## src/core/tgc_map.svh

```systemverilog
// Register offsets, field positions and reset values of the timer control.
// Assumes 32-bit AXI4-Lite data with each register on an aligned word.
`ifndef TGC_MAP_SVH
`define TGC_MAP_SVH

// ==========================================================
// Address map
`define TGC_ADDR_W 8
`define TGC_OFF_GCTRL 8'h00
`define TGC_OFF_UCNT 8'h04
`define TGC_OFF_UPRD 8'h08
`define TGC_OFF_UENA 8'h0c
`define TGC_OFF_STAT 8'h10

// ==========================================================
// Field positions
`define TGC_PSCNT_LSB 12
`define TGC_PSLIM_LSB 8
`define TGC_MODE_LSB 2
`define TGC_URUN_BIT 1
`define TGC_LRUN_BIT 0
`define TGC_UENA_LSB 0

// ==========================================================
// Reset values
`define TGC_PSLIM_RST 4'h0
`define TGC_UCNT_RST 32'h0000_0000
`define TGC_UPRD_RST 32'h0000_0000

// ==========================================================
// Bus responses
`define TGC_RESP_OKAY 2'b00
`define TGC_RESP_SLVERR 2'b10

`endif

```

## src/core/tgc_pkg.sv

```systemverilog
// Types shared by the timer control modules.
// Assumes the map header supplies all numeric constants.
package tgc_pkg;

  // ==========================================================
  // Timer modes and upper enable modes
  typedef enum logic [1:0] {
    TGC_MODE_GP64       = 2'b00,
    TGC_MODE_DUAL_UNCH  = 2'b01,
    TGC_MODE_WDOG64     = 2'b10,
    TGC_MODE_DUAL_CHAIN = 2'b11
  } tgc_mode_e;

  typedef enum logic [1:0] {
    TGC_ENA_OFF  = 2'b00,
    TGC_ENA_ONCE = 2'b01,
    TGC_ENA_CONT = 2'b10,
    TGC_ENA_RSVD = 2'b11
  } tgc_ena_e;

endpackage

```

## src/core/tgc_axil.sv

```systemverilog
// AXI4-Lite slave front end: turns channel handshakes into register strobes.
// Assumes the parent decodes addresses and returns read data combinationally.
`include "tgc_map.svh"

module tgc_axil (
  input  wire logic                   aclk,
  input  wire logic                   aresetn,
  input  wire logic [`TGC_ADDR_W-1:0] awaddr,
  input  wire logic                   awvalid,
  output wire logic                   awready,
  input  wire logic [31:0]            wdata,
  input  wire logic [3:0]             wstrb,
  input  wire logic                   wvalid,
  output wire logic                   wready,
  output logic      [1:0]             bresp,
  output logic                        bvalid,
  input  wire logic                   bready,
  input  wire logic [`TGC_ADDR_W-1:0] araddr,
  input  wire logic                   arvalid,
  output wire logic                   arready,
  output logic      [31:0]            rdata,
  output logic      [1:0]             rresp,
  output logic                        rvalid,
  input  wire logic                   rready,
  output wire logic                   wr_en,
  output logic      [`TGC_ADDR_W-1:0] wr_addr,
  output logic      [31:0]            wr_data,
  output logic      [3:0]             wr_strb,
  input  wire logic                   wr_hit,
  input  wire logic [31:0]            rd_data,
  input  wire logic                   rd_hit
);

  logic aw_held;
  logic w_held;

  // ==========================================================
  // Handshake decode
  // Address and data may arrive in either order; both are parked first
  assign awready = !aw_held && !bvalid;
  assign wready  = !w_held && !bvalid;
  assign wr_en   = aw_held && w_held && !bvalid;
  assign arready = !rvalid;

  // ==========================================================
  // Write channels
  always_ff @(posedge aclk) begin
    if (!aresetn) begin
      aw_held <= 1'b0;
      w_held  <= 1'b0;
      bvalid  <= 1'b0;
      bresp   <= `TGC_RESP_OKAY;
      wr_addr <= '0;
      wr_data <= 32'h0000_0000;
      wr_strb <= 4'h0;
    end else begin
      if (awvalid && awready) begin
        aw_held <= 1'b1;
        wr_addr <= awaddr;
      end
      if (wvalid && wready) begin
        w_held  <= 1'b1;
        wr_data <= wdata;
        wr_strb <= wstrb;
      end
      if (wr_en) begin
        aw_held <= 1'b0;
        w_held  <= 1'b0;
        bvalid  <= 1'b1;
        bresp   <= wr_hit ? `TGC_RESP_OKAY : `TGC_RESP_SLVERR;
      end else if (bvalid && bready) begin
        bvalid <= 1'b0;
      end
    end
  end

  // ==========================================================
  // Read channel
  always_ff @(posedge aclk) begin
    if (!aresetn) begin
      rvalid <= 1'b0;
      rdata  <= 32'h0000_0000;
      rresp  <= `TGC_RESP_OKAY;
    end else if (arvalid && arready) begin
      rvalid <= 1'b1;
      rdata  <= rd_hit ? rd_data : 32'h0000_0000;
      rresp  <= rd_hit ? `TGC_RESP_OKAY : `TGC_RESP_SLVERR;
    end else if (rvalid && rready) begin
      rvalid <= 1'b0;
    end
  end

endmodule

```

## src/core/tgc_prescale.sv

```systemverilog
// Four-bit linear prescaler for the upper half of the timer.
// Assumes en and clr come from logic on the same clock.
module tgc_prescale #(
  parameter int W = 4
) (
  input  wire logic         aclk,
  input  wire logic         aresetn,
  input  wire logic         en,
  input  wire logic         clr,
  input  wire logic [W-1:0] limit,
  output logic      [W-1:0] count,
  output logic              tick
);

  logic match;

  assign match = en && (count == limit);

  // ==========================================================
  // Prescale counter
  always_ff @(posedge aclk) begin
    if (!aresetn) begin
      count <= '0;
      tick  <= 1'b0;
    end else if (clr) begin
      count <= '0;
      tick  <= 1'b0;
    end else begin
      count <= match ? '0 : (en ? W'(count + 1'b1) : count);
      tick  <= match;
    end
  end
endmodule

```

## src/core/tgc_top.sv

```systemverilog
// Global control of a 64-bit timer: mode, run bits, upper-half prescaler.
// Assumes wdog_active comes from the watchdog logic on the same clock.
`include "tgc_map.svh"

module tgc_top
  import tgc_pkg::*;
#(
  parameter int PS_W = 4
) (
  input  wire logic                   aclk,
  input  wire logic                   aresetn,
  input  wire logic [`TGC_ADDR_W-1:0] awaddr,
  input  wire logic                   awvalid,
  output wire logic                   awready,
  input  wire logic [31:0]            wdata,
  input  wire logic [3:0]             wstrb,
  input  wire logic                   wvalid,
  output wire logic                   wready,
  output wire logic [1:0]             bresp,
  output wire logic                   bvalid,
  input  wire logic                   bready,
  input  wire logic [`TGC_ADDR_W-1:0] araddr,
  input  wire logic                   arvalid,
  output wire logic                   arready,
  output wire logic [31:0]            rdata,
  output wire logic [1:0]             rresp,
  output wire logic                   rvalid,
  input  wire logic                   rready,
  input  wire logic                   wdog_active,
  output tgc_pkg::tgc_mode_e          timer_mode,
  output wire logic                   lower_run,
  output wire logic                   upper_run,
  output wire logic [31:0]            upper_count,
  output wire logic                   upper_stopped
);

  import tgc_pkg::*;

  // ==========================================================
  // Decode helpers
  function automatic logic is_mapped(input logic [`TGC_ADDR_W-1:0] a);
    is_mapped = (a == `TGC_OFF_GCTRL) || (a == `TGC_OFF_UCNT) ||
                (a == `TGC_OFF_UPRD)  || (a == `TGC_OFF_UENA) ||
                (a == `TGC_OFF_STAT);
  endfunction

  function automatic logic [31:0] merge(input logic [31:0] old_v,
                                        input logic [31:0] new_v,
                                        input logic [3:0]  strb);
    logic [31:0] r;
    r = old_v;
    for (int i = 0; i < 4; i++) begin
      if (strb[i]) begin
        r[8*i +: 8] = new_v[8*i +: 8];
      end
    end
    merge = r;
  endfunction

  // ==========================================================
  // Declarations
  logic                   wr_en;
  logic [`TGC_ADDR_W-1:0] wr_addr;
  logic [31:0]            wr_data;
  logic [3:0]             wr_strb;
  logic [31:0]            rd_data;
  logic                   wr_hit;
  logic                   rd_hit;

  logic [PS_W-1:0] pslim_reg;
  tgc_mode_e       mode_reg;
  logic            urun_reg;
  logic            lrun_reg;
  logic [31:0]     uprd_reg;
  tgc_ena_e        uena_reg;
  logic [31:0]     ucnt_reg;
  logic [31:0]     ucnt_next;
  logic            ustop_reg;
  logic            ustop_next;

  logic [PS_W-1:0] ps_count;
  logic            ps_tick;

  logic        gctrl_wr;
  logic        ucnt_wr;
  logic        uprd_wr;
  logic        uena_wr;
  logic [31:0] gctrl_cur;
  logic [31:0] gctrl_new;
  logic [31:0] ucnt_new;
  logic [31:0] uprd_new;
  logic [31:0] uena_new;
  logic [31:0] stat_rd;
  logic        ena_live;
  logic        count_en;
  logic        ucnt_match;
  logic        ucnt_step;
  logic        ucnt_wrap;

  // ==========================================================
  // Bus slave
  tgc_axil u_axil (
    .aclk    (aclk),
    .aresetn (aresetn),
    .awaddr  (awaddr),
    .awvalid (awvalid),
    .awready (awready),
    .wdata   (wdata),
    .wstrb   (wstrb),
    .wvalid  (wvalid),
    .wready  (wready),
    .bresp   (bresp),
    .bvalid  (bvalid),
    .bready  (bready),
    .araddr  (araddr),
    .arvalid (arvalid),
    .arready (arready),
    .rdata   (rdata),
    .rresp   (rresp),
    .rvalid  (rvalid),
    .rready  (rready),
    .wr_en   (wr_en),
    .wr_addr (wr_addr),
    .wr_data (wr_data),
    .wr_strb (wr_strb),
    .wr_hit  (wr_hit),
    .rd_data (rd_data),
    .rd_hit  (rd_hit)
  );

  assign wr_hit = is_mapped(wr_addr);
  assign rd_hit = is_mapped(araddr);

  // ==========================================================
  // Write decode
  assign gctrl_wr = wr_en && (wr_addr == `TGC_OFF_GCTRL);
  assign ucnt_wr  = wr_en && (wr_addr == `TGC_OFF_UCNT);
  assign uprd_wr  = wr_en && (wr_addr == `TGC_OFF_UPRD);
  assign uena_wr  = wr_en && (wr_addr == `TGC_OFF_UENA);

  // Live prescale count shows in the read-only field
  assign gctrl_cur = {16'h0000, ps_count, pslim_reg, 4'h0,
                      mode_reg, urun_reg, lrun_reg};
  assign gctrl_new = merge(gctrl_cur, wr_data, wr_strb);
  assign ucnt_new  = merge(ucnt_reg, wr_data, wr_strb);
  assign uprd_new  = merge(uprd_reg, wr_data, wr_strb);
  assign uena_new  = merge({30'h0, uena_reg}, wr_data, wr_strb);
  assign stat_rd   = {28'h0000_000, wdog_active, count_en,
                      ps_tick, ustop_reg};

  assign rd_data =
    (araddr == `TGC_OFF_GCTRL) ? gctrl_cur :
    (araddr == `TGC_OFF_UCNT)  ? ucnt_reg :
    (araddr == `TGC_OFF_UPRD)  ? uprd_reg :
    (araddr == `TGC_OFF_UENA)  ? {30'h0, uena_reg} :
    (araddr == `TGC_OFF_STAT)  ? stat_rd : 32'h0000_0000;

  // ==========================================================
  // Upper half counting
  // reserved enable code counts as off
  assign ena_live = (uena_reg == TGC_ENA_ONCE) ||
                    (uena_reg == TGC_ENA_CONT);
  assign count_en = urun_reg && (mode_reg == TGC_MODE_DUAL_UNCH) &&
                    ena_live && !ustop_reg;
  assign ucnt_match = (ucnt_reg == uprd_reg);
  // step on the tick after match
  assign ucnt_step  = ps_tick && count_en;
  assign ucnt_wrap  = ucnt_match && (uena_reg == TGC_ENA_CONT);

  // run bit low forces counter to zero
  assign ucnt_next =
    !urun_reg               ? `TGC_UCNT_RST :
    ucnt_wr                 ? ucnt_new :
    (ucnt_step && ucnt_wrap) ? `TGC_UCNT_RST :
    (ucnt_step && !ucnt_match) ? 32'(ucnt_reg + 1'b1) : ucnt_reg;

  // one-time mode stops on period match
  // Stop beats an enable-mode write landing in the same cycle
  assign ustop_next =
    !urun_reg ? 1'b0 :
    (count_en && (uena_reg == TGC_ENA_ONCE) && ucnt_match) ? 1'b1 :
    uena_wr ? 1'b0 :
    ustop_reg;

  tgc_prescale #(
    .W (PS_W)
  ) u_prescale (
    .aclk    (aclk),
    .aresetn (aresetn),
    .en      (count_en),
    .clr     (!urun_reg),
    .limit   (pslim_reg),
    .count   (ps_count),
    .tick    (ps_tick)
  );

  // ==========================================================
  // Control registers
  always_ff @(posedge aclk) begin
    if (!aresetn) begin
      pslim_reg <= `TGC_PSLIM_RST;
      mode_reg  <= TGC_MODE_GP64;
      urun_reg  <= 1'b0;
      lrun_reg  <= 1'b0;
    end else if (gctrl_wr) begin
      pslim_reg <= gctrl_new[`TGC_PSLIM_LSB +: PS_W];
      mode_reg  <= tgc_mode_e'(gctrl_new[`TGC_MODE_LSB +: 2]);
      // run bits locked by active watchdog
      if (!wdog_active) begin
        urun_reg <= gctrl_new[`TGC_URUN_BIT];
        lrun_reg <= gctrl_new[`TGC_LRUN_BIT];
      end
    end
  end

  always_ff @(posedge aclk) begin
    if (!aresetn) begin
      uprd_reg  <= `TGC_UPRD_RST;
      uena_reg  <= TGC_ENA_OFF;
      ucnt_reg  <= `TGC_UCNT_RST;
      ustop_reg <= 1'b0;
    end else begin
      if (uprd_wr) begin
        uprd_reg <= uprd_new;
      end
      if (uena_wr) begin
        uena_reg <= tgc_ena_e'(uena_new[`TGC_UENA_LSB +: 2]);
      end
      ucnt_reg  <= ucnt_next;
      ustop_reg <= ustop_next;
    end
  end

  // ==========================================================
  // Outputs
  assign timer_mode    = mode_reg;
  // upper half released by its run bit
  assign upper_run     = urun_reg;
  // lower half held while its run bit is low
  assign lower_run     = lrun_reg;
  assign upper_count   = ucnt_reg;
  assign upper_stopped = ustop_reg;
endmodule

```

## config.mk

```make
export PLATFORM = sky130hd
export DESIGN_NAME = tgc_top
export DESIGN_NICKNAME = d
export VERILOG_FILES = /design/src/core/tgc_pkg.sv /design/src/core/tgc_axil.sv /design/src/core/tgc_prescale.sv /design/src/core/tgc_top.sv
export VERILOG_INCLUDE_DIRS = /design/src /design/src/core
export SDC_FILE = /design/constraint.sdc
export NUM_CORES = 1
export LEC_CHECK = 0
export BUFFER_PORTS_ARGS = -buffer_cell sky130_fd_sc_hd__buf_2
export CORE_ASPECT_RATIO = 0.8
export CORE_MARGIN = 2
export CORE_UTILIZATION = 50
export CTS_CLUSTER_DIAMETER = 60
export DETAILED_ROUTE_END_ITERATION = 12
export PLACE_DENSITY = 0.82
export REMOVE_ABC_BUFFERS = 1
export SLEW_MARGIN = 10
export SYNTH_ARGS = -nofsm -noshare
export SYNTH_HDL_FRONTEND = slang
export SYNTH_SLANG_ARGS = --single-unit
```

## constraint.sdc

```tcl
create_clock -name aclk -period 2.59 [get_ports aclk]
set_input_delay 0.1295 -clock aclk [delete_from_list [all_inputs] [get_ports aclk]]
set_output_delay 0.1295 -clock aclk [all_outputs]
set_load 0.02 [all_outputs]
```

## After elaboration in Yosys (flattened, before gate mapping)

Index checks and enable logic that the tools add are counted.

- Flip-flop bits (word level): 164
- Input port bits: 60
- Output and inout port bits: 78
- Logic and storage cells: 128

- Add/sub/neg operators: 2
- Equality and inequality tests: 17
- Multiplexer cells: 21
- Bitwise operators: 3
- Reductions and logical operators: 59

Operators by type and width:

| operator | number |
|---|---|
| 32-bit two-way mux | 7 |
| 32-bit by 1-bit adder with 32-bit output, second input constant | 1 |
| 32-bit equality test | 1 |
| 8-bit by 4-bit equality test with 1-bit output, second input constant | 4 |
| 8-bit two-way mux | 4 |
| 2-bit AND reduction | 12 |
| 1-bit logical AND | 23 |
| 8-bit by 3-bit equality test with 1-bit output, second input constant | 2 |
| 8-bit by 5-bit equality test with 1-bit output, second input constant | 2 |
| 8-bit zero test | 2 |
| 1-bit logical OR | 9 |
| 4-bit two-way mux | 2 |
| 2-bit by 1-bit inequality test with 1-bit output, second input constant | 4 |
| 1-bit zero test | 6 |
| 1-bit two-way mux | 6 |
| 2-bit nonzero test | 3 |
| 4-bit by 1-bit adder with 4-bit output, second input constant | 1 |
| 2-bit by 1-bit equality test with 1-bit output, second input constant | 2 |
| 4-bit equality test | 1 |
| 2-bit two-way mux | 2 |
| 1-bit NOT | 3 |
| 3-bit AND reduction | 1 |
| 3-bit nonzero test | 1 |
| 3-bit OR reduction | 1 |
| 2 further kinds | 2 |

## Longest topological paths before layout

Gate-level depths: netlist of run 1.

- Word-level depth: 10
- Mapped depth: 10
- Gate-level depth less buffers: 9

## Modules after synthesis

From an unflattened synthesis of run 1, not the netlist that was laid out.

- Cell total of the unflattened synthesis: 969
- Area, all modules: 8,140.3 µm²

By module, submodules not included:

| module | instances | cells each | area each (µm²) | seq. area each (µm²) |
|---|---|---|---|---|
| tgc_top | 1 | 572 | 4,740.8 | 1,501.4 |
| tgc_axil | 1 | 368 | 3,121.7 | 1,641.6 |
| tgc_prescale | 1 | 29 | 277.8 | 100.1 |

## Worst setup path after synthesis of run 1

OpenSTA, ideal clock, no wires.

- Path kind: register to register
- Start point: register uena_reg[0]
- End point: register ucnt_reg[19] (netlist: upper_count[19])
- Library setup time: 0.123 ns
- Arrival: 2.194 ns
- Data required time: 2.467 ns
- Slack: 0.273 ns
- Cell stages (with the launch flop): 11
- Buffers on the path: 1
- Period minus slack after synthesis: 2.317 ns
- Cell sequence: dfxtp_1 -> inv_1 -> ha_1 -> nand4bb_1 -> nor2_1 -> and3_4 -> o21ai_2 -> buf_6 -> or3_1 -> nand4_1 -> o21ai_0

- Word-level cells in the longest chain between the ends: 8
- Elaborated cells between the ends (all ways): 13
- Those cells by class: eq/ne (2); mux (2); reduce/logical (9)

Ends and longest elaborated chain:

| what | line | RTL |
|---|---|---|
| start: declaration | tgc_top.sv:75 | `tgc_ena_e uena_reg;` |
| start signal: assignment | tgc_top.sv:227 | `` uena_reg <= tgc_ena_e'(uena_new[`TGC_UENA_LSB +: 2]); `` |
| 2-bit by 1-bit equality test with 1-bit output or 2-bit equality test (tied branches) | tgc_top.sv:161, tgc_top.sv:162, tgc_top.sv:168 |  |
| 1-bit logical OR | tgc_top.sv:161 | `assign ena_live = (uena_reg == TGC_ENA_ONCE) \|\|` |
| 1-bit logical AND | tgc_top.sv:163 | `assign count_en = urun_reg && (mode_reg == TGC_MODE_DUAL_UNCH) &&` |
| 1-bit logical AND | tgc_top.sv:164 | `ena_live && !ustop_reg;` |
| 1-bit logical AND | tgc_top.sv:167 | `assign ucnt_step = ps_tick && count_en;` |
| 1-bit logical AND (on tied branches) | tgc_top.sv:174, tgc_top.sv:175 |  |
| 3-bit nonzero test (no line) or 32-bit two-way mux (tied branches) | -- |  |
| 2-bit AND reduction (no line) or 32-bit two-way mux (tied branches) | -- |  |
| end signal: assignment | tgc_top.sv:220 | `` ucnt_reg <= `TGC_UCNT_RST; `` |
| end signal: assignment | tgc_top.sv:229 | `ucnt_reg <= ucnt_next;` |
| end: declaration | tgc_top.sv:76 | `logic [31:0] ucnt_reg;` |

Parallel ways exist; a longest one is shown, timed or not.
A chain may end at the register's enable or synchronous reset.

## Worst setup path in the final report of run 1

- Start point: register u_axil.wr_addr[0]
- End point: register ucnt_reg[27] (netlist: upper_count[27])

- Word-level cells in the longest chain between the ends: 4
- Elaborated cells between the ends (all ways): 6
- Those cells by class: eq/ne (2); mux (1); reduce/logical (3)

Ends and longest elaborated chain:

| what | line | RTL |
|---|---|---|
| start: declaration | tgc_axil.sv:26 | `` output logic [`TGC_ADDR_W-1:0] wr_addr, `` |
| start signal: assignment | tgc_axil.sv:59 | `wr_addr <= awaddr;` |
| 8-bit by 3-bit equality test with 1-bit output (no line) * | -- |  |
| 1-bit logical AND * | tgc_top.sv:137 | `` assign ucnt_wr = wr_en && (wr_addr == `TGC_OFF_UCNT); `` |
| 2-bit by 1-bit inequality test with 1-bit output (no line) or 3-bit nonzero test (tied branches) | -- |  |
| 2-bit AND reduction (no line) | -- |  |

Every way passes the cells marked *; elsewhere a longest branch is shown, timed or not.

==> metrics, run 1 <==
Final Setup Violations 0; CTS Root Cell clkbuf_16; most frequent cell after synthesis nand2_1; Post-synth EDFFs 0; Synth Register Bits 162; PortBufs 135; Initial DRC Count 934; switching power about 1.3 mW; ys flop type dfxtp_1; Crit path arrival time 2.80 ns; Hold WS 0.0495 ns; P per Cell Area 525 nW/um2; total gr overflow 0; boundary pin count approximately 140; largest net degree at the start of global routing 59; Hold Vio Cnt, Final 0; FF/Latch Area 3240 um2; Area growth syn-to-layout 25.7%; drt drc 0; Initial Utilization 0.512; core area 15800 um2; Routed Wire Length 23.9 mm; crit path cell chain or4_4, or4b_4, and3_4, o31ai_4, buf_4, nand3_4, o21ai_1, o2bb2ai_1; Leakage 4.36 nW; Worst path max stage delay 0.56 ns; routed vias 7788; Routability Congestion 0.970; vias in the first global route roughly 7300; Setup crit start kind flop; maximum clock frequency about 410 MHz; fin. max-slew vios 0; Req. time, crit path around 3 ns; pre-CTS setup slack 0.205 ns; Tcrit/Tclk final 0.943; Fillers 1339; fin nets 1212; Critical-path top delay cell or4b_4; CTS Buffer Depth 2; part of the power in registers 0.488; post-synth cell types 62; clk_lat worst skew 0.43 ns; top cells by count, synth nand2_1 (181), dfxtp_1 (162), mux2i_1 (67), a21boi_0 (59), o21ai_0 (50); dominant cell type by area after synthesis dfxtp_1; Async S/R FF share, synth 0; CTS clk-pin slew, worst paths 0.06 ns; slew margin rel. 0.275; Slew @ Worst Pin 1.09 ns; DR WL/cell 17.4 um; Pint 4.07 mW; Max Clock Skew between 0.01 and 0.015 ns; multi-input logic area 4540 um2; fin util 0.643; post-synthesis sequential area ratio 0.401; warnings from Yosys 0; Crit Path Class flop to flop; Syn Inst Count ~960; hpwl dp 16.7 mm; layout cells sized above 1 0.196; CTS tree done; drt pass-1 iters 5; GRT Overall Usage 0.278; syn avg cell area roughly 8.4 um2; Worst Setup End Kind flop; H-tree depth 4; die height 118 um; Sw Share 0.238; crit-path max FO 6; Synth top area share 0.401; die area between 15000 and 20000 um2; crit path time final 2.44 ns; antenna violations before repair 0; RSZ-0062 raised after global routing no; post-route antenna net violation count 0; vias per inst 5.67; top cells by area, synth dfxtp_1 (40%), nand2_1 (8.4%), mux2i_1 (8.3%), a21boi_0 (5.5%), xor2_1 (4.1%); cell row count 41; max_cap viols 0; post-layout worst setup margin 0.147 ns; Antenna Cells 0; Netlist Area Pre-Place 8090 um2; clock tree sinks 162; TritonCTS Buffers 17; maximum VDD drop 0.417 mV; worst hold path type primary input to flop; combinational power share 0.069; total power 5.34 mW; width of the chip 146 um; first-pass GRT wire length 38.3 mm; clock share of power 0.443; status finished clean
[path summary, 6_finish.rpt]
check	start	end	slack [ns]	cells past startpoint
hold / removal	wdog_active	lower_run	0.05	4
setup reg to reg	u_axil.wr_addr[0]	upper_count[27]	0.15	8
setup / recovery	u_axil.wr_addr[0]	upper_count[27]	0.15	8
hold reg to reg	u_axil.rdata[4]	u_axil.rdata[4]	0.46	2
[cell type report]
class | instances | share of cell area
clock inverters | 10 | 0.00862
flip-flops and latches | 162 | 0.319
inverters | 9 | 0.00332
repair buffers | 229 | 0.151
well taps | 215 | 0.0265
multi-input cells | 729 | 0.447
clock buffers | 20 | 0.0449
[per-stage QoR]
stage	setup TNS, ns	area (um2)	instances
2_1_floorplan	-28.50	7810	900
6_report	0	10200	1374
3_5_place_dp	0	9150	1297
4_1_cts	0	10200	1374
3_3_place_gp	0	9150	1297
5_1_grt	0	10200	1374
[kinds of logic after synthesis]
logic type                 synth area share
xor gates and xnor gates             0.0422
muxes                                0.0829
AOI/OAI and AO/OA                     0.187
buffers and inverters                0.0391
adders and majority gates           0.00619
DFF                                   0.401
other                              0.000464
and+or+nand+nor                       0.241
[layer usage]
| layer | GRT usage | part of all wire |
|---|---|---|
| met3 | 0.0733 | 0.080 |
| met4 | 0.0819 | 0.021 |
| met5 | 0 | 0 |
| met2 | 0.413 | 0.43 |
| met1 | 0.396 | 0.47 |
[power groups by stage]
stage	Clock, mW	Combinational [mW]	Sequential (mW)
after CTS	2.37	0.364	2.60
after global placement	0	0.305	2.65
after detailed placement	0	0.309	2.66
final	2.36	0.370	2.60
after global routing	2.47	0.410	2.61
after floorplan	0	0.156	2.64
[layout by cell type (no fill, tap or decap), drive strengths merged, types with 6 or more instances in the layout]
cell and count:
nand3 31, xor2 38, nand2 183, nor4 17, nor2 34, a21boi 61, nor3 9, a21o 8
and3 13, mux2i 67, inv 9, nand4 9, o2bb2ai 14, a22o 8, a22oi 6, dfxtp 162
o31ai 7, nor2b 46, dlygate4sd3 47, o21ai 67, and2 29, buf 182, a21oi 29, a31oi 6
clkbuf 20
[critical path: cells and delay by family, from the launching register on]
kind                   cells  cell delay, ns
buffers and inverters      1            0.21
AOI/OAI and AO/OA          3            0.39
DFF                        1            0.32
and+or+nand+nor            4            1.45
[what timing repair did]
| item | in CTS | in global routing |
|---|---|---|
| setup buffers | 0 | 0 |
| hold buffers | 47 | 0 |
| resized for setup | 0 | 1 |
| hold endpoints to repair | 46 | 0 |
| setup endpoints to repair | 0 | 1 |
No activity file was read; power rests on OpenSTA's default activity.
==> inputs of run 2 (changes only) <==
Settings changed: CAP_MARGIN from default to 15, CORE_UTILIZATION 50 to 36, PLACE_DENSITY 0.82 to 0.65.
==> metrics, run 2 (synthesis gave the netlist of run 1 again) <==
post-route antenna net violation count 0; Routability Congestion 0.915; Setup Fix Bufs, Post-CTS 0; Buf+Inv Stages, Crit Path 0; Leakage 4.39 nW; Worst path max stage delay 0.58 ns; Crit path arrival time 2.79 ns; Max Clock Skew 0.00797 ns; crit path time final ~2.5 ns; hpwl dp 18.2 mm; Req. time, crit path 2.91 ns; crit-path max FO 6; worst reg-to-reg path cell count 7; PortBufs 135; cell row count 49; Initial Utilization 0.363; Final Setup Violations 0; Area growth syn-to-layout 27.3%; width of the chip 172 um; P per Cell Area 522 nW/um2; Hold WS 0.0446 ns; vias in the first global route 6911; antenna violations before repair 0; clk_lat worst skew 0.43 ns; CTS Buffer Depth 2; maximum VDD drop 0.374 mV; Routed Wire Length 25.1 mm; min-delay src wdog_active; maximum clock frequency 406 MHz; H-tree depth 4; largest delay contributor family on the critical path simple AND/OR/NAND/NOR gates; most used cell, CP a21o_1; RSZ-0062 raised after global routing no; routed vias 7499; GRT Overall Usage 0.212; Hold Path Stages 4; layout cells sized above 1 0.195; TritonCTS Buffers 17; Tcrit/Tclk final 0.952; die area about 24000 um2; worst hold path type primary input to flop; cell depth of the worst setup path 7; Slew @ Worst Pin 1.04 ns; Initial DRC Count 721; leading cell type in the layout, fill and taps excluded nand2_1; core area 22300 um2; crit path cell chain or4_4, or4b_4, and3_4, o21ai_2, a21o_1, o22ai_1, a21o_1; Finished Cell Area 10300 um2; Setup crit start kind flop; first-pass GRT wire length 38.9 mm; reg2reg start u_axil.wr_addr[0]; fin. max-slew vios 0; DR WL/cell 17.1 um; commonest cells after routing, fill and taps aside nand2_1 (181), dfxtp_1 (162), buf_2 (135); clock tree sinks 162; max_cap viols 0; dpl cell area 9250 um2; crit path launch u_axil.wr_addr[0]; drt pass-1 iters 5; CTS tree done; boundary pin count between 100 and 150; Crit Path Class flop to flop; total gr overflow 0; TNS Setup 0 ns; largest net degree at the start of global routing 125; slew margin rel. 0.305; status finished clean; CTS Root Cell clkbuf_16; drt drc 0; Antenna Cells 0; vias per inst 5.11; Critical-path top delay cell or4b_4; Hold Vio Cnt, Final 0; CTS clk-pin slew, worst paths 0.06 ns; fin nets 1214; Worst Setup End Kind flop; die height 138 um
run 2: final cells by class:
cell class | instances | area, um2
timing repair buffer | 231 | 1540
sequential | 162 | 3240
fill | 2240 | 12000
tap | 306 | 383
clock buffer | 22 | 464
inverter | 9 | 33.8
multi-input combinational | 729 | 4550
clock inverter | 9 | 83.8
run 2: final timing paths:
path	to	slack, ns
min reg2reg	u_axil.rdata[14]	0.46
max	upper_count[3]	0.13
max reg2reg	upper_count[3]	0.13
min	lower_run	0.04
run 2: power by group:
part	switching [mW]	leakage [nW]	internal (mW)	total, mW
Combinational	0.203	2.82	0.171	0.374
Clock	1.03	0.258	1.36	2.39
Sequential	0.0557	1.31	2.55	2.60
Total	1.29	4.39	4.08	5.37
run 2: timing repair:
item                       CTS  global route
hold buffers                48             0
hold endpoints to repair    47             0
gates resized for setup      0             2
setup endpoints to repair    0             1
run 2: worst register-to-register path, delay by kind of cell (launching register included):
family             cells  cell delay (ns)
AOI/OAI and AO/OA      4             0.68
and+or+nand+nor        3             1.36
DFF                    1             0.31
run 2: metrics by stage:
| stage | utilization | setup WS [ns] | std cells | power (mW) |
|---|---|---|---|---|
| after global routing | 0.463 | 0.0184 | 1468 | 5.57 |
| after CTS | 0.462 | 0.103 | 1468 | 5.42 |
| after global placement | 0.416 | 0.214 | 1389 | 2.97 |
| after detailed placement | 0.416 | 0.145 | 1389 | 2.98 |
| final | 0.463 | 0.125 | 1468 | 5.37 |
| after floorplan | - | -0.887 | 900 | 2.80 |
run 2: layer usage:
layer  vias up  global-route usage  part of all wire
met2       244               0.298              0.41
met5         -                   0                 0
met3        32              0.0472             0.068
li1       3721                   -                 -
met4         0              0.0562             0.016
met1      3502               0.322              0.51
